===== src/verilog/afe_cfg_defs.svh =====
`ifndef AFE_CFG_DEFS_SVH
`define AFE_CFG_DEFS_SVH

// byte addresses on the serial register port
`define ADDR_INPUT_SEL      7'h03
`define ADDR_FEEDBACK_GAIN  7'h06
`define ADDR_SPEED_MODE     7'h09
`define ADDR_REGULATOR      7'h0b
`define ADDR_REF_LIMITS     7'h0c

// values after reset
`define RST_INPUT_SEL       8'h00
`define RST_FEEDBACK_GAIN   8'h00
`define RST_SPEED_MODE      8'h00
`define RST_REGULATOR       8'h0d
`define RST_REF_LIMITS      8'h00

// writable bits; all other positions are fixed zero
`define MASK_INPUT_SEL      8'hff
`define MASK_FEEDBACK_GAIN  8'h1f
`define MASK_SPEED_MODE     8'h03
`define MASK_REGULATOR      8'h0f
`define MASK_REF_LIMITS     8'h0f

// field positions (lsb of each field)
`define POS_INV_SEL         6
`define POS_NONINV_SEL      4
`define POS_GAIN_CODE       0
`define POS_SPEED_SEL       0
`define POS_REG_CODE        0
`define POS_UPPER_SEL       2
`define POS_LOWER_SEL       0

// decode constants
`define GAIN_CODE_MAX       5'h11
`define GAIN_CODES_PER_X2   5'h03
`define GAIN_BASE_KOHM      10'h014
`define REG_CODE_MAX        4'hd
`define REG_BASE_MV         12'h7d0
`define REG_STEP_MV         12'h064

// serial frame
`define FRAME_CMD_LAST_BIT  4'h7
`define FRAME_LAST_BIT      4'hf

`endif


===== src/verilog/afe_cfg_pkg.sv =====
package afe_cfg_pkg;

    typedef enum logic [1:0] {
        SRC_PIN0 = 2'b00,
        SRC_PIN1 = 2'b01,
        SRC_REF  = 2'b10,
        SRC_OPEN = 2'b11
    } input_src_type;

    typedef enum logic [1:0] {
        SPEED_HIGH = 2'b00,
        SPEED_MID2 = 2'b01,
        SPEED_MID1 = 2'b10,
        SPEED_LOW  = 2'b11
    } speed_mode_type;

    // one-hot switch enables; all zero leaves the input open
    typedef struct packed {
        logic pin_zero;
        logic pin_one;
        logic ref_path;
    } input_switch_type;

    // limits in tenths of the analog supply; zero means analog ground
    typedef struct packed {
        logic [3:0] upper_tenths;
        logic [3:0] lower_tenths;
    } ref_limit_type;

    typedef struct packed {
        logic       wr;
        logic [6:0] addr;
        logic [7:0] data;
    } reg_write_type;

endpackage


===== src/verilog/spi_reg_port.sv =====
`timescale 1ns/1ps
`include "afe_cfg_defs.svh"

// mode 0 serial slave: byte one is {write, addr[6:0]}, byte two is data.
// pins are synchronous to core_clk, so sclk must be well below core_clk / 2.
module spi_reg_port (
    input  wire logic                      core_clk,
    input  wire logic                      nrst,
    input  wire logic                      spi_sclk,
    input  wire logic                      spi_cs_n,
    input  wire logic                      spi_mosi,
    input  wire logic [7:0]                rd_data,
    output logic                           spi_miso,
    output logic [6:0]                     addr,
    output afe_cfg_pkg::reg_write_type     wr_req
);
    logic       sclk_q;
    logic [3:0] bit_cnt_q;
    logic [6:0] shift_in_q;
    logic       is_write_q;
    logic [6:0] addr_q;
    logic [7:0] shift_out_q;
    logic       miso_q;
    afe_cfg_pkg::reg_write_type wr_q;

    wire rise     = spi_sclk & ~sclk_q & ~spi_cs_n;
    wire fall     = ~spi_sclk & sclk_q & ~spi_cs_n;
    wire cmd_done = rise && bit_cnt_q == `FRAME_CMD_LAST_BIT;
    wire dat_done = rise && bit_cnt_q == `FRAME_LAST_BIT;
    wire rd_load  = fall && bit_cnt_q == 4'h8 && !is_write_q;
    wire rd_shift = fall && bit_cnt_q > 4'h8 && !is_write_q;

    always_ff @(posedge core_clk) begin
        if (!nrst) begin
            sclk_q      <= 1'b0;
            bit_cnt_q   <= 4'h0;
            shift_in_q  <= 7'h00;
            is_write_q  <= 1'b0;
            addr_q      <= 7'h00;
            shift_out_q <= 8'h00;
            miso_q      <= 1'b0;
            wr_q        <= '0;
        end else begin
            sclk_q <= spi_sclk;
            wr_q   <= '0;
            if (spi_cs_n) begin
                // a frame cut short never writes
                bit_cnt_q <= 4'h0;
                miso_q    <= 1'b0;
            end else if (rise) begin
                shift_in_q <= {shift_in_q[5:0], spi_mosi};
                bit_cnt_q  <= bit_cnt_q + 4'h1;
            end
            if (cmd_done) begin
                is_write_q <= shift_in_q[6];
                addr_q     <= {shift_in_q[5:0], spi_mosi};
            end
            if (dat_done && is_write_q) begin
                wr_q.wr   <= 1'b1;
                wr_q.addr <= addr_q;
                wr_q.data <= {shift_in_q, spi_mosi};
            end
            if (rd_load) begin
                miso_q      <= rd_data[7];
                shift_out_q <= {rd_data[6:0], 1'b0};
            end else if (rd_shift) begin
                miso_q      <= shift_out_q[7];
                shift_out_q <= {shift_out_q[6:0], 1'b0};
            end
        end
    end

    assign spi_miso = miso_q;
    assign addr     = addr_q;
    assign wr_req   = wr_q;
endmodule


===== src/verilog/afe_cfg_regs.sv =====
`timescale 1ns/1ps
`include "afe_cfg_defs.svh"

module afe_cfg_regs #(
    parameter int NUM_CONVERTERS = 4
) (
    input  wire logic                                core_clk,
    input  wire logic                                nrst,
    input  wire logic                                spi_sclk,
    input  wire logic                                spi_cs_n,
    input  wire logic                                spi_mosi,
    output logic                                     spi_miso,
    output afe_cfg_pkg::input_switch_type            inv_switch,
    output afe_cfg_pkg::input_switch_type            noninv_switch,
    output logic [3:0]                               aux_select,
    output logic [4:0]                               gain_code,
    output logic [2:0]                               gain_doublings,
    output logic [9:0]                               feedback_kohm,
    output logic                                     gain_code_ok,
    output afe_cfg_pkg::speed_mode_type              speed_mode,
    output logic [3:0]                               reg_code,
    output logic [11:0]                              reg_millivolts,
    output logic                                     reg_code_ok,
    output afe_cfg_pkg::ref_limit_type [NUM_CONVERTERS-1:0] conv_ref
);
    logic [7:0] input_sel_q;
    logic [7:0] gain_q;
    logic [7:0] speed_q;
    logic [7:0] regulator_q;
    logic [7:0] limits_q;

    logic [6:0]                 rd_addr;
    logic [7:0]                 rd_data;
    afe_cfg_pkg::reg_write_type wr_req;

    spi_reg_port u_port (
        .core_clk (core_clk),
        .nrst     (nrst),
        .spi_sclk (spi_sclk),
        .spi_cs_n (spi_cs_n),
        .spi_mosi (spi_mosi),
        .rd_data  (rd_data),
        .spi_miso (spi_miso),
        .addr     (rd_addr),
        .wr_req   (wr_req)
    );

    // write decode
    wire wr_input_sel = wr_req.wr && wr_req.addr == `ADDR_INPUT_SEL;
    wire wr_gain      = wr_req.wr && wr_req.addr == `ADDR_FEEDBACK_GAIN;
    wire wr_speed     = wr_req.wr && wr_req.addr == `ADDR_SPEED_MODE;
    wire wr_regulator = wr_req.wr && wr_req.addr == `ADDR_REGULATOR;
    wire wr_limits    = wr_req.wr && wr_req.addr == `ADDR_REF_LIMITS;

    // read decode; unmapped addresses read 00h
    wire rd_input_sel = rd_addr == `ADDR_INPUT_SEL;
    wire rd_gain      = rd_addr == `ADDR_FEEDBACK_GAIN;
    wire rd_speed     = rd_addr == `ADDR_SPEED_MODE;
    wire rd_regulator = rd_addr == `ADDR_REGULATOR;
    wire rd_limits    = rd_addr == `ADDR_REF_LIMITS;

    assign rd_data = ({8{rd_input_sel}} & input_sel_q)
                   | ({8{rd_gain}}      & gain_q)
                   | ({8{rd_speed}}     & speed_q)
                   | ({8{rd_regulator}} & regulator_q)
                   | ({8{rd_limits}}    & limits_q);

    // prohibited codes are stored as written; the ok flags report them
    // one short block per register keeps each write path easy to follow
    always_ff @(posedge core_clk) begin
        if (!nrst) begin
            input_sel_q <= `RST_INPUT_SEL;
        end else if (wr_input_sel) begin
            input_sel_q <= wr_req.data & `MASK_INPUT_SEL;
        end
    end

    always_ff @(posedge core_clk) begin
        if (!nrst) begin
            gain_q <= `RST_FEEDBACK_GAIN;
        end else if (wr_gain) begin
            gain_q <= wr_req.data & `MASK_FEEDBACK_GAIN;
        end
    end

    always_ff @(posedge core_clk) begin
        if (!nrst) begin
            speed_q <= `RST_SPEED_MODE;
        end else if (wr_speed) begin
            speed_q <= wr_req.data & `MASK_SPEED_MODE;
        end
    end

    always_ff @(posedge core_clk) begin
        if (!nrst) begin
            regulator_q <= `RST_REGULATOR;
        end else if (wr_regulator) begin
            regulator_q <= wr_req.data & `MASK_REGULATOR;
        end
    end

    always_ff @(posedge core_clk) begin
        if (!nrst) begin
            limits_q <= `RST_REF_LIMITS;
        end else if (wr_limits) begin
            limits_q <= wr_req.data & `MASK_REF_LIMITS;
        end
    end

    // field extraction
    wire [1:0] inv_sel    = input_sel_q[`POS_INV_SEL +: 2];
    wire [1:0] noninv_sel = input_sel_q[`POS_NONINV_SEL +: 2];
    wire [4:0] gain_fld   = gain_q[`POS_GAIN_CODE +: 5];
    wire [1:0] speed_fld  = speed_q[`POS_SPEED_SEL +: 2];
    wire [3:0] reg_fld    = regulator_q[`POS_REG_CODE +: 4];
    wire [1:0] upper_fld  = limits_q[`POS_UPPER_SEL +: 2];
    wire [1:0] lower_fld  = limits_q[`POS_LOWER_SEL +: 2];

    // input multiplexer decode
    afe_cfg_pkg::input_switch_type inv_d;
    afe_cfg_pkg::input_switch_type noninv_d;
    assign inv_d.pin_zero    = inv_sel == afe_cfg_pkg::SRC_PIN0;
    assign inv_d.pin_one     = inv_sel == afe_cfg_pkg::SRC_PIN1;
    assign inv_d.ref_path    = inv_sel == afe_cfg_pkg::SRC_REF;
    assign noninv_d.pin_zero = noninv_sel == afe_cfg_pkg::SRC_PIN0;
    assign noninv_d.pin_one  = noninv_sel == afe_cfg_pkg::SRC_PIN1;
    assign noninv_d.ref_path = noninv_sel == afe_cfg_pkg::SRC_REF;

    // feedback: codes between the doubling points keep the lower value
    wire [4:0] gain_quot = gain_fld / `GAIN_CODES_PER_X2;
    wire [2:0] dbl_d     = gain_quot[2:0];
    wire [9:0] kohm_d    = `GAIN_BASE_KOHM << dbl_d;
    wire       gain_ok_d = gain_fld <= `GAIN_CODE_MAX;

    // regulator output in millivolts
    wire [11:0] mv_d     = 12'(`REG_BASE_MV + {8'h00, reg_fld} * `REG_STEP_MV);
    wire        reg_ok_d = reg_fld <= `REG_CODE_MAX;

    // reference limits in tenths of the supply
    afe_cfg_pkg::ref_limit_type limit_d;
    assign limit_d.upper_tenths = (upper_fld == 2'b01) ? 4'h4 :
                                  (upper_fld == 2'b10) ? 4'h3 : 4'h5;
    assign limit_d.lower_tenths = (lower_fld == 2'b01) ? 4'h1 :
                                  (lower_fld == 2'b10) ? 4'h2 : 4'h0;

    // decoded outputs are registered, one cycle behind the stored value
    afe_cfg_pkg::input_switch_type inv_q;
    afe_cfg_pkg::input_switch_type noninv_q;
    afe_cfg_pkg::speed_mode_type   speed_mode_q;
    afe_cfg_pkg::ref_limit_type    limit_q;
    logic [3:0]  aux_q;
    logic [4:0]  gain_code_q;
    logic [2:0]  dbl_q;
    logic [9:0]  kohm_q;
    logic        gain_ok_q;
    logic [3:0]  reg_code_q;
    logic [11:0] mv_q;
    logic        reg_ok_q;

    // reset values equal the decode of the register defaults, so release shows no step
    always_ff @(posedge core_clk) begin
        if (!nrst) begin
            inv_q        <= 3'b100;
            noninv_q     <= 3'b100;
            aux_q        <= 4'h0;
            speed_mode_q <= afe_cfg_pkg::SPEED_HIGH;
            limit_q      <= 8'h50;
        end else begin
            inv_q        <= inv_d;
            noninv_q     <= noninv_d;
            aux_q        <= input_sel_q[3:0];
            speed_mode_q <= afe_cfg_pkg::speed_mode_type'(speed_fld);
            limit_q      <= limit_d;
        end
    end

    always_ff @(posedge core_clk) begin
        if (!nrst) begin
            gain_code_q  <= 5'h00;
            dbl_q        <= 3'h0;
            kohm_q       <= `GAIN_BASE_KOHM;
            gain_ok_q    <= 1'b1;
            reg_code_q   <= 4'hd;
            mv_q         <= 12'hce4;
            reg_ok_q     <= 1'b1;
        end else begin
            gain_code_q  <= gain_fld;
            dbl_q        <= dbl_d;
            kohm_q       <= kohm_d;
            gain_ok_q    <= gain_ok_d;
            reg_code_q   <= reg_fld;
            mv_q         <= mv_d;
            reg_ok_q     <= reg_ok_d;
        end
    end

    assign inv_switch     = inv_q;
    assign noninv_switch  = noninv_q;
    assign aux_select     = aux_q;
    assign gain_code      = gain_code_q;
    assign gain_doublings = dbl_q;
    assign feedback_kohm  = kohm_q;
    assign gain_code_ok   = gain_ok_q;
    assign speed_mode     = speed_mode_q;
    assign reg_code       = reg_code_q;
    assign reg_millivolts = mv_q;
    assign reg_code_ok    = reg_ok_q;

    // one shared selection fans out to every converter
    for (genvar i = 0; i < NUM_CONVERTERS; i++) begin : g_conv
        assign conv_ref[i] = limit_q;
    end
endmodule


===== config.mk =====
export PLATFORM = sky130hd
export DESIGN_NAME = afe_cfg_regs
export DESIGN_NICKNAME = d
export VERILOG_FILES = /design/src/verilog/afe_cfg_pkg.sv /design/src/verilog/spi_reg_port.sv /design/src/verilog/afe_cfg_regs.sv
export VERILOG_INCLUDE_DIRS = /design/src /design/src/verilog
export SDC_FILE = /design/constraint.sdc
export NUM_CORES = 1
export LEC_CHECK = 0
export BUFFER_PORTS_ARGS = -buffer_cell sky130_fd_sc_hd__buf_2
export CAP_MARGIN = 10
export CORE_ASPECT_RATIO = 1.25
export CORE_MARGIN = 2
export CORE_UTILIZATION = 45
export CTS_CLUSTER_SIZE = 40
export DETAILED_ROUTE_END_ITERATION = 6
export PLACE_DENSITY = 0.72
export SLEW_MARGIN = 20
export SYNTH_ARGS = -nofsm -noshare
export SYNTH_HDL_FRONTEND = slang
export SYNTH_SLANG_ARGS = --single-unit

===== constraint.sdc =====
create_clock -name core_clk -period 3 [get_ports core_clk]
set_input_delay 0.6 -clock core_clk [delete_from_list [all_inputs] [get_ports core_clk]]
set_output_delay 0.6 -clock core_clk [all_outputs]
set_load 0.05 [all_outputs]

==> results of run 1 <==
## state kept, by name (all words and copies together), names as in the netlist, 4 cells and up
register,flops
aux_select,4
conv_ref,5
feedback_kohm,8
gain_code,5
gain_q,5
input_sel_q,8
limits_q,4
reg_code,4
reg_millivolts,8
regulator_q,4
u_port.addr,7
u_port.bit_cnt_q,4
u_port.shift_in_q,7
u_port.shift_out_q,7
u_port.wr_req,16
## cell usage in the layout, fill, tap and decap left out, types with 3 or more instances in the layout
master / netlist / final
a21oi_1: 14 / 14
a22oi_1: 5 / 5
a31oi_1: 3 / 3
and2_1: 27 / 27
and3_1: 3 / 3
buf_2: 3 / 69
buf_4: 35 / 10
clkbuf_1: 13 / 5
clkbuf_16: 0 / 17
clkbuf_8: 0 / 4
clkinv_2: 0 / 3
conb_1: 1 / 16
dfxtp_1: 114 / 114
ha_1: 16 / 16
inv_1: 17 / 17
mux2i_1: 37 / 37
nand2_1: 29 / 29
nand2b_1: 4 / 4
nand3_1: 14 / 14
nand3b_1: 5 / 5
nand4_1: 4 / 4
nor2_1: 66 / 65
nor2b_1: 7 / 7
nor3_1: 7 / 7
nor3b_1: 6 / 5
nor3b_2: 2 / 3
o211ai_1: 4 / 4
o21ai_0: 4 / 4
xor2_1: 9 / 9
## area by class of cell
class	count	area, sq um	area share
repair buffers	79	420.4	0.07385
multi-input cells	327	2187	0.3842
well taps	132	165.2	0.02901
clock buffers	26	499.2	0.08769
inverters	17	63.81	0.01121
flip-flops and latches	114	2282	0.4009
clock inverters	5	75.07	0.01319
## synthesized netlist by cell type, types with 2 or more instances
cell,instances,area share
a31oi_1,3,0.0039
ha_1,16,0.042
o211ai_1,4,0.0063
nand2b_1,4,0.0052
o21a_1,3,0.0047
mux2i_1,37,0.077
a21oi_1,14,0.015
and2_1,27,0.035
nor2b_1,7,0.0091
a22oi_1,5,0.0078
nor3b_2,2,0.0052
nand3b_1,5,0.0078
xor2_1,9,0.016
xnor2_1,2,0.0036
o21ai_1,2,0.0021
nor2_1,66,0.052
nand2_2,2,0.0026
nand3_1,14,0.015
o21ai_0,4,0.0042
a22o_1,2,0.0036
clkbuf_1,13,0.010
and4_1,2,0.0036
buf_2,3,0.0031
or3_1,2,0.0026
or4b_1,2,0.0042
nor3b_1,6,0.0094
inv_1,17,0.013
o31ai_1,2,0.0031
a221o_1,2,0.0042
dfxtp_1,114,0.48
buf_4,35,0.055
nand2_1,29,0.023
and3_1,3,0.0039
mux2_2,2,0.0047
nor3_1,7,0.0073
or2_2,2,0.0026
nand4_1,4,0.0052
## stage by stage
| step | setup slack, ns | hold slack (ns) | utilization |
|---|---|---|---|
| floorplan | 0.02139 | 0.4037 | - |
| global placement | 0.2744 | 0.4448 | 0.4864 |
| CTS | 0.03478 | 0.4052 | 0.5411 |
| detailed placement | 0.06872 | 0.4434 | 0.4864 |
| global route | 0.01273 | 0.4155 | 0.5417 |
| finish | 0.1976 | 0.4161 | 0.5417 |
## logic make-up after synthesis
| family | synth area share |
|---|---|
| flip-flops | 0.4750 |
| AO/OA/AOI/OAI | 0.08881 |
| XOR/XNOR | 0.02005 |
| multiplexers | 0.08177 |
| adder cells (fa/ha/maj) | 0.04583 |
| AND/OR/NAND/NOR | 0.2034 |
| buffers and inverters | 0.08437 |
| other | 0.0007805 |
## worst register-to-register path: stages, from the launching register on
cell,delay (ns)
dfxtp_1,0.31
ha_1,0.35
mux2_2,0.22
o21a_2,0.22
nor2_4,0.07
mux2_2,0.27
ha_1,0.32
nor2b_1,0.16
a21oi_1,0.10
a211oi_2,0.30
o31ai_2,0.14
and4_1,0.22
## report_power, final
group	internal (mW)	switching, mW
Sequential	1.52	0.00223
Combinational	0.0128	0.0753
Clock	1.30	0.632
Total	2.83	0.709
## per-layer routing
metal / track usage / part of all wire / wire length [um]
met5: 0 / 0 / 0
met3: 0.05022 / 0.054 / 505
met4: 0.09595 / 0.027 / 253
met1: 0.1960 / 0.41 / 3830
met2: 0.2977 / 0.51 / 4801
## worst max path at each step
stage,start,to,depth (start not counted)
global placement,gain_q[4],feedback_kohm[5],11
CTS,gain_q[4],feedback_kohm[4],11
global route,gain_q[4],feedback_kohm[5],11
finish,gain_q[4],feedback_kohm[5],11
detailed placement,gain_q[4],feedback_kohm[4],11
floorplan,gain_q[3],feedback_kohm[5],14
==> results.ini, run 1 <==
[global_routing]
grt.overflow.total = 0
globalRouteTotalUtil = 0.1764
grt_pass1_vias = 3321
antenna_found_initial = 0
grt_pass1_wl_um = 15530
grt_max_degree = 42

[yosys]
avgSynthCellArea_sq_um = 9.687
synth_edf_count = 0
ys.flop_type = dfxtp_1
ys_ff_latch = 114
yosys_warnings = 0
yosysUniqueCellTypes = 60
async_flop_share = 0
synth_cells = 496
yosysSeqAreaShare = 0.4750
synthesis.area_sq_um = 4805

[flow_run]
max_cap_viol_count = 0

[hold_path]
hp-start = spi_sclk
min_path_cells = 2
min_to = u_port.sclk_q
hp-class = input port to register

[worst_setup_path]
crit_type = register to register
reg2reg_slack_ns = 0.20
critPathMaxFanout = 6
critPathArrivalTime_ns = 3.10
r2r-start = gain_q[4]
critPathLaunchType = register
cp_top_family = compound AO/OA/AOI/OAI gates
r2r_cells = 11
reg2reg_to = feedback_kohm[5]
critical_path_required_ns = 3.30
cpPeakStageDelay_ns = 0.35
crit_path_end_kind = register
crit_buf_inv = 0
slowest_stage = ha_1
crit_chain = ha_1 -> mux2_2 -> o21a_2 -> nor2_4 -> mux2_2 -> ha_1 -> nor2b_1 -> a21oi_1 -> a211oi_2 -> o31ai_2 -> and4_1

[sta]
grt_setup_unrepaired = false
setup_violations = 0
drv_slew = 0
hold_viol_final = 0
fin_worst_skew_ns = 0.007222
fin_crit_ns = 2.802
fmax_ghz = 0.3568
period_share = 0.9341
slew_headroom = 0.5128
final.setup.tns_ns = 0
worst_pin_slew_ns = 0.7280

[run_status]
status = completed

[power_and_ir_drop]
vdd_drop_max_mv = 0.3788
p_total_mw = 3.540
p_leak_nw = 2.592
cellPowerDensity_nw_per_um2 = 621.7

[placement]
dp_hpwl_um = 6542
placed_cells = 669
place_congestion = 0.8689
port_buffers = 69
placed_area_sq_um = 5112

[drt]
avgViaCountPerCell = 5.060
totalWireLength_um = 9391
drtAntennaViolNets = 0
dr_total_vias = 3542
drt_pass1_iterations = 4
drt_iter0_markers = 186
wire_per_inst_um = 13.42
drc_errors = 0

[floorplan]
core_area_sq_um = 10510
die_w_um = 96.42
rows = 42
die_h_um = 119.5
start_util = 0.4571
dieArea_sq_um = 11520
boundaryPins = 86

[clock_tree]
htreeDepth = 4
clk-insertion-delay-late_ns = 0.41
cts_setup_buffers = 0
post_cts_resized = 0
cts-root-buf = clkbuf_16
cts_tree = yes
path_clk_slew_ns = 0.05
holdBufCountCts = 0
cts_buffers = 17
cts_buffer_depth = 2
cts.sinks = 114

[cells_and_area]
nets = 578
diodes = 0
area_growth_pct = 18.49
final_cells = 700
drive_gt1_frac = 0.2201
final_area_sq_um = 5693
fillers = 948

(Power assumes the default switching activity.)
==> run 2, diff against run 1 <==
CORE_MARGIN = 8   (was 2)
==> run 2 against run 1 <==
  * Critical path type unchanged
  * Register-to-register slack lost 0.02 ns
  * Via count shrank 2.3%
  * Core utilization increased by 0.69 points
  * Worst hold slack better by 0.0077 ns
  * Routed wire length is 7.0% higher
  * Critical path depth fell by 1
==> results.ini, run 2 (synthesis results as in run 1) <==
[run_status]
status = completed

[sta]
worst_pin_slew_ns = 0.7121  ; -0.01591 ns
hold_viol_final = 0  ; unchanged
fin_crit_ns = 2.819  ; +0.01618 ns
period_share = 0.9395  ; +0.005395
slew_headroom = 0.5235  ; +0.01064
grt_setup_unrepaired = false
fmax_ghz = 0.3548  ; -0.57%
fin_worst_skew_ns = 0.007399  ; +0.0001776 ns
setup_violations = 0  ; unchanged
drv_slew = 0  ; unchanged
final.setup.tns_ns = 0  ; unchanged

[drt]
drt_iter0_markers = 130  ; -30%
wire_per_inst_um = 14.42  ; +7.5%
totalWireLength_um = 10050  ; +7.0%
drtAntennaViolNets = 0  ; unchanged
avgViaCountPerCell = 4.966  ; -1.9%
drt_pass1_iterations = 4  ; unchanged
drc_errors = 0  ; unchanged
dr_total_vias = 3461  ; -2.3%

[cells_and_area]
regArea_sq_um = 2282  ; unchanged
nets = 575  ; -0.52%
multiInputGateArea_sq_um = 2212  ; +1.1%
drive_gt1_frac = 0.2265  ; +0.006478
final_cells = 697  ; -0.43%
largest_reg_flops = 16  ; unchanged
layout_common_cells = 114 x dfxtp_1, 69 x buf_2, 65 x nor2_1
area_growth_pct = 20.00
utilization = 0.5486  ; +0.006904
fillers = 957  ; +0.95%
diodes = 0  ; unchanged
layout_commonest_cell = dfxtp_1

[worst_setup_path]
crit_type = register to register
critPathLaunchType = register
r2r_cells = 10  ; -1
r2r-start = gain_q[4]
critPathArrivalTime_ns = 3.11  ; about the same
reg2reg_slack_ns = 0.18  ; -0.02 ns
crit_path_end_kind = register
reg2reg_to = feedback_kohm[5]
critPathMaxFanout = 6  ; unchanged
critical_path_required_ns = 3.29  ; about the same

[power_and_ir_drop]
p_leak_nw = 2.608  ; +0.59%
p_sw_mw = 0.7410  ; +4.5%
cellPowerDensity_nw_per_um2 = 642.6  ; +3.4%
vdd_drop_max_mv = 0.4295  ; +13%
pwr-share-clk = 0.565  ; +0.020
seq_power_share = 0.411  ; -0.019
pwr-share-comb = 0.024  ; about the same
intPower_mw = 2.964  ; +4.7%
swShare = 0.2000  ; -0.0003924

[placement]
port_buffers = 69  ; unchanged
dp_hpwl_um = 7085  ; +8.3%
placed_cells = 666  ; -0.45%
place_congestion = 0.8211  ; -5.5%

[clock_tree]
holdBufCountCts = 0  ; unchanged
cts_tree = yes
path_clk_slew_ns = 0.05  ; about the same
cts_buffers = 17  ; unchanged
cts_buffer_depth = 2  ; unchanged
htreeDepth = 4  ; unchanged
clk-insertion-delay-late_ns = 0.40  ; about the same
cts-root-buf = clkbuf_16
cts.sinks = 114  ; unchanged
cts_setup_buffers = 0  ; unchanged
post_cts_resized = 0  ; unchanged

[floorplan]
core_area_sq_um = 10510  ; unchanged
die_w_um = 108.4  ; +12%
boundaryPins = 86  ; unchanged
dieArea_sq_um = 14260  ; +24%
start_util = 0.4571  ; unchanged
die_h_um = 131.5  ; +10%
rows = 42  ; unchanged

[flow_run]
max_cap_viol_count = 0  ; unchanged

[global_routing]
grt_max_degree = 41  ; -2.4%
globalRouteTotalUtil = 0.1448  ; -0.03154
grt_pass1_wl_um = 16730  ; +7.7%
grt.overflow.total = 0  ; unchanged
grt_pass1_vias = 3505  ; +5.5%
antenna_found_initial = 0  ; unchanged

[hold_path]
min_path_cells = 2  ; unchanged
min_to = u_port.sclk_q
hp-class = input port to register
hp-start = spi_sclk

==> run 2: changes by cell type in the layout (fill, tap and decap cells not counted), sizes merged <==
cell and delta:
buf -3, clkbuf -3, clkinvlp +2, bufinv +1
==> run 2: per-layer routing <==
layer,global-route usage,wire [um],vias up
met1,0.1507,4176,1615
met2,0.2519,5007,83
li1,-,-,1746
met3,0.05039,636,17
met5,0,0,-
met4,0.06636,233,0
==> run 2: final cells by class <==
class                   instances  share of cell area
clock inverters                 8             0.02148
clock buffers                  23             0.08811
multi-input cells             327              0.3837
repair buffers                 76             0.07118
flip-flops and latches        114              0.3958
inverters                      17             0.01107
well taps                     132             0.02865
==> run 2: worst max-delay path, stage by stage (launching register included) <==
cell and delay, ns:
dfxtp_1 0.33, ha_2 0.26, mux2_2 0.41, o21a_4 0.16
mux2_2 0.26, ha_1 0.32, nor2b_1 0.17, a21oi_1 0.14
a211oi_4 0.32, o31ai_4 0.11, and4_1 0.22
==> run 2: power groups by stage <==
stage / registers, mW / logic, mW / clock network (mW)
floorplan: 1.55 / 0.0881 / 0
global placement: 1.55 / 0.0886 / 0
detailed placement: 1.55 / 0.0892 / 0
CTS: 1.52 / 0.0890 / 2.13
global route: 1.52 / 0.0953 / 2.20
finish: 1.52 / 0.0897 / 2.09
==> run 2: worst max path at each step <==
| stage | endpoint | cells after the start | slack [ns] | start |
|---|---|---|---|---|
| 2_1_floorplan | feedback_kohm[5] | 14 | 0.02 | gain_q[3] |
| 3_3_place_gp | feedback_kohm[5] | 11 | 0.21 | gain_q[4] |
| 3_5_place_dp | feedback_kohm[5] | 11 | 0.04 | gain_q[4] |
| 4_1_cts | feedback_kohm[5] | 11 | 0.02 | gain_q[4] |
| 5_1_grt | feedback_kohm[5] | 11 | 0.04 | gain_q[3] |
| 6_report | feedback_kohm[5] | 10 | 0.18 | gain_q[4] |
==> run 2: through the flow <==
step                hold slack, ns  instance area, sq um  worst slack, ns  power [mW]
floorplan                   0.4037                  4863          0.02139       1.642
global placement            0.4443                  5102           0.2115       1.640
detailed placement          0.4419                  5102          0.04090       1.641
CTS                         0.4132                  5734          0.01821       3.739
global route                0.4262                  5766          0.03751       3.820
finish                      0.4238                  5766           0.1814       3.705
==> run 3, diff against run 2 <==
SYNTH_HIERARCHICAL = 1   (was unset)
==> run 3 against run 2 <==
  * Via count up 8.5%
  * First-iteration DRC count up 25%
  * Register-to-register slack worse by 0.02 ns
  * Fmax down 0.65%
  * Highest routed layer unchanged
==> results.ini, run 3 <==
[cells_and_area]
regArea_sq_um = 2283  ; about the same
largest_reg_flops = 16  ; unchanged
utilization = 0.5362  ; -0.01233
layout_common_cells = 113 x dfxtp_1, 69 x buf_2, 67 x nand2_1
layout_commonest_cell = dfxtp_1
diodes = 0  ; unchanged
nets = 604  ; +5.0%
drive_gt1_frac = 0.2037  ; -0.02284
area_growth_pct = 16.25
multiInputGateArea_sq_um = 2435  ; +10%
fillers = 988  ; +3.2%

[worst_setup_path]
cp_top_family = compound AO/OA/AOI/OAI gates
cpPeakStageDelay_ns = 0.44  ; +0.03 ns
crit_path_end_kind = register
slowest_stage = o41a_1
crit_chain = ha_1 -> or2b_2 -> o21a_1 -> a21oi_2 -> nand2_1 -> o21ai_0 -> ha_1 -> nor4bb_1 -> a211o_1 -> o41a_1 -> and3_1
cp.depth = 11  ; +1
critical_path_required_ns = 3.30  ; about the same
crit_buf_inv = 0  ; unchanged
critPathLaunchType = register
r2r_cells = 11  ; +1
crit_type = register to register
crit_path_frequent_cell = ha_1
critPathMaxFanout = 10  ; +4
critPathArrivalTime_ns = 3.14  ; +0.03 ns

[yosys]
ys_ff_latch = 114  ; unchanged
yosysUniqueCellTypes = 57  ; -5.0%
async_flop_share = 0  ; unchanged
synth_commonest_cells = 114 x dfxtp_1, 67 x nand2_1, 40 x mux2i_1, 33 x and2_1, 33 x buf_4
synth_area_leaders = dfxtp_1 45%, mux2i_1 7.8%, nand2_1 4.9%
synth_fa_ha_area_frac = 0.04552  ; -0.0003120
synth_top_area_frac = 0.4464  ; -0.02860
synth_top_cell_by_area = dfxtp_1
synthesis.area_sq_um = 5112  ; +6.4%
synth-simple-area-share = 0.2166  ; +0.01321
synth_mux_area_frac = 0.08786  ; +0.006090
synth_cells = 532  ; +7.3%
yosysSeqAreaShare = 0.4464  ; -0.02860
synth_edf_count = 0  ; unchanged
synth.most_common_cell = dfxtp_1
synth_xor_area_frac = 0.01371  ; -0.006347
ys.flop_type = dfxtp_1
yosys_warnings = 6  ; +6
synth_compound_area_frac = 0.09790  ; +0.009093
avgSynthCellArea_sq_um = 9.610  ; -0.79%
synth_top_family_by_area = simple AND/OR/NAND/NOR gates

[clock_tree]
cts-root-buf = clkbuf_16
cts_buffers = 17  ; unchanged
cts_buffer_depth = 2  ; unchanged
htreeDepth = 4  ; unchanged
cts_tree = yes
clk-insertion-delay-late_ns = 0.41  ; about the same
cts_setup_buffers = 0  ; unchanged
cts.sinks = 114  ; unchanged
path_clk_slew_ns = 0.05  ; about the same

[drt]
dr_total_vias = 3754  ; +8.5%
drtAntennaViolNets = 0  ; unchanged
drt_pass1_iterations = 7  ; +3
drc_errors = 0  ; unchanged
avgViaCountPerCell = 5.150  ; +3.7%
totalWireLength_um = 10240  ; +1.9%
wire_per_inst_um = 14.05  ; -2.6%
drt_iter0_markers = 162  ; +25%

[global_routing]
use_met2 = 0.2451  ; -0.006817
globalRouteTotalUtil = 0.1374  ; -0.007435
grt_max_degree = 100  ; +140%
met1_usage = 0.1310  ; -0.01968
grt.overflow.total = 0  ; unchanged
grt_pass1_vias = 3768  ; +7.5%
grt_busiest_layer = met2
antenna_found_initial = 0  ; unchanged
use_met3 = 0.07181  ; +0.02142
grt_pass1_wl_um = 17070  ; +2.1%

[floorplan]
dieArea_sq_um = 15050  ; +5.5%
die_w_um = 111.3  ; +2.7%
core_area_sq_um = 11080  ; +5.5%
boundaryPins = 86  ; unchanged
start_util = 0.4613  ; +0.004135
die_h_um = 135.2  ; +2.8%
rows = 43  ; +2.4%

[flow_run]
max_cap_viol_count = 0  ; unchanged

[hold_path]
min_path_cells = 2  ; unchanged
hp-class = input port to register

[power_and_ir_drop]
p_leak_nw = 2.672  ; +2.5%
cellPowerDensity_nw_per_um2 = 601.0  ; -6.5%
vdd_drop_max_mv = 0.3376  ; -21%

[sta]
fmax_ghz = 0.3525  ; -0.65%
drv_slew = 0  ; unchanged
final.setup.tns_ns = 0  ; unchanged
hold_viol_final = 0  ; unchanged
fin_worst_skew_ns = 0.007659  ; +0.0002594 ns
slew_headroom = 0.3762  ; -0.1473
fin_crit_ns = 2.837  ; +0.01836 ns
setup_violations = 0  ; unchanged
worst_pin_slew_ns = 0.9337  ; +0.2216 ns
grt_setup_unrepaired = false
hold_slack_ns = 0.4323  ; +0.008486 ns
period_share = 0.9457  ; +0.006122

[placement]
port_buffers = 69  ; unchanged
place_congestion = 0.8122  ; -1.1%
dp_hpwl_um = 7266  ; +2.6%

[run_status]
status = completed

run 3: changes by cell type after synthesis, moves of 9 or more:
| cell | before | now |
|---|---|---|
| o21ai_0 | 4 | 13 |
| nor2_1 | 66 | 8 |
| nor2b_1 | 7 | 27 |
| a21boi_0 | 0 | 9 |
| o22ai_1 | 0 | 11 |
| nand2_1 | 29 | 67 |
run 3: metrics by stage:
stage | instances | area (sq um) | setup slack, ns | total power, mW
6_report | 729 | 5943 | 0.1630 | 3.572
5_1_grt | 729 | 5943 | 0.02248 | 3.682
3_5_place_dp | 697 | 5353 | 0.1014 | 1.639
3_3_place_gp | 697 | 5353 | 0.2199 | 1.638
4_1_cts | 729 | 5931 | 0.04285 | 3.608
2_1_floorplan | 547 | 5185 | 0.002252 | 1.644
run 3: power by group:
part           switching (mW)  internal [mW]
clock                   0.669           1.29
sequential            0.00153           1.52
combinational          0.0735         0.0157
run 3: final cells by class:
class,instances,area share
multi-input cells,355,0.4097
flip-flops and latches,114,0.3842
clock buffers,21,0.07411
clock inverters,11,0.02316
well taps,135,0.02842
repair buffers,77,0.07032
inverters,16,0.01011
run 3: what timing repair did:
action | CTS | global route
gates resized for setup | 0 | 2
setup endpoints to repair | 0 | 8
hold buffers | 0 | 0
endpoints found under the hold margin | 0 | 0
run 3: cells by family (layout without fill, tap and decap cells):
| group | after synthesis | after routing |
|---|---|---|
| xor gates and xnor gates | 8 | 8 |
| muxes | 44 | 44 |
| adders and majority gates | 18 | 18 |
| and+or+nand+nor | 194 | 194 |
| other | 1 | 16 |
| AOI/OAI and AO/OA | 75 | 75 |
| DFF | 114 | 114 |
| buffers and inverters | 78 | 125 |
run 3: final timing paths:
path | start | endpoint | slack [ns]
worst max-delay path | gain_q[4] | feedback_kohm[6] | 0.16
worst min-delay path | spi_sclk | u_port/sclk_q | 0.43
worst max register to register | gain_q[4] | feedback_kohm[6] | 0.16
worst min register to register | limits_q[2] | conv_ref[4] | 0.46
run 3: worst reg2reg max path, stage by stage (launching register included):
cell and delay [ns]:
dfxtp_2 0.36, ha_1 0.34, or2b_2 0.33, o21a_1 0.21, a21oi_2 0.13, nand2_1 0.06
o21ai_0 0.11, ha_1 0.22, nor4bb_1 0.06, a211o_1 0.29, o41a_1 0.44, and3_1 0.19
run 3: layer usage:
layer  part of all wire  up-vias
li1                   -     1856
met1               0.39     1798
met2               0.52       93
met3              0.073        7
met4             0.0085        0
met5                  0        -
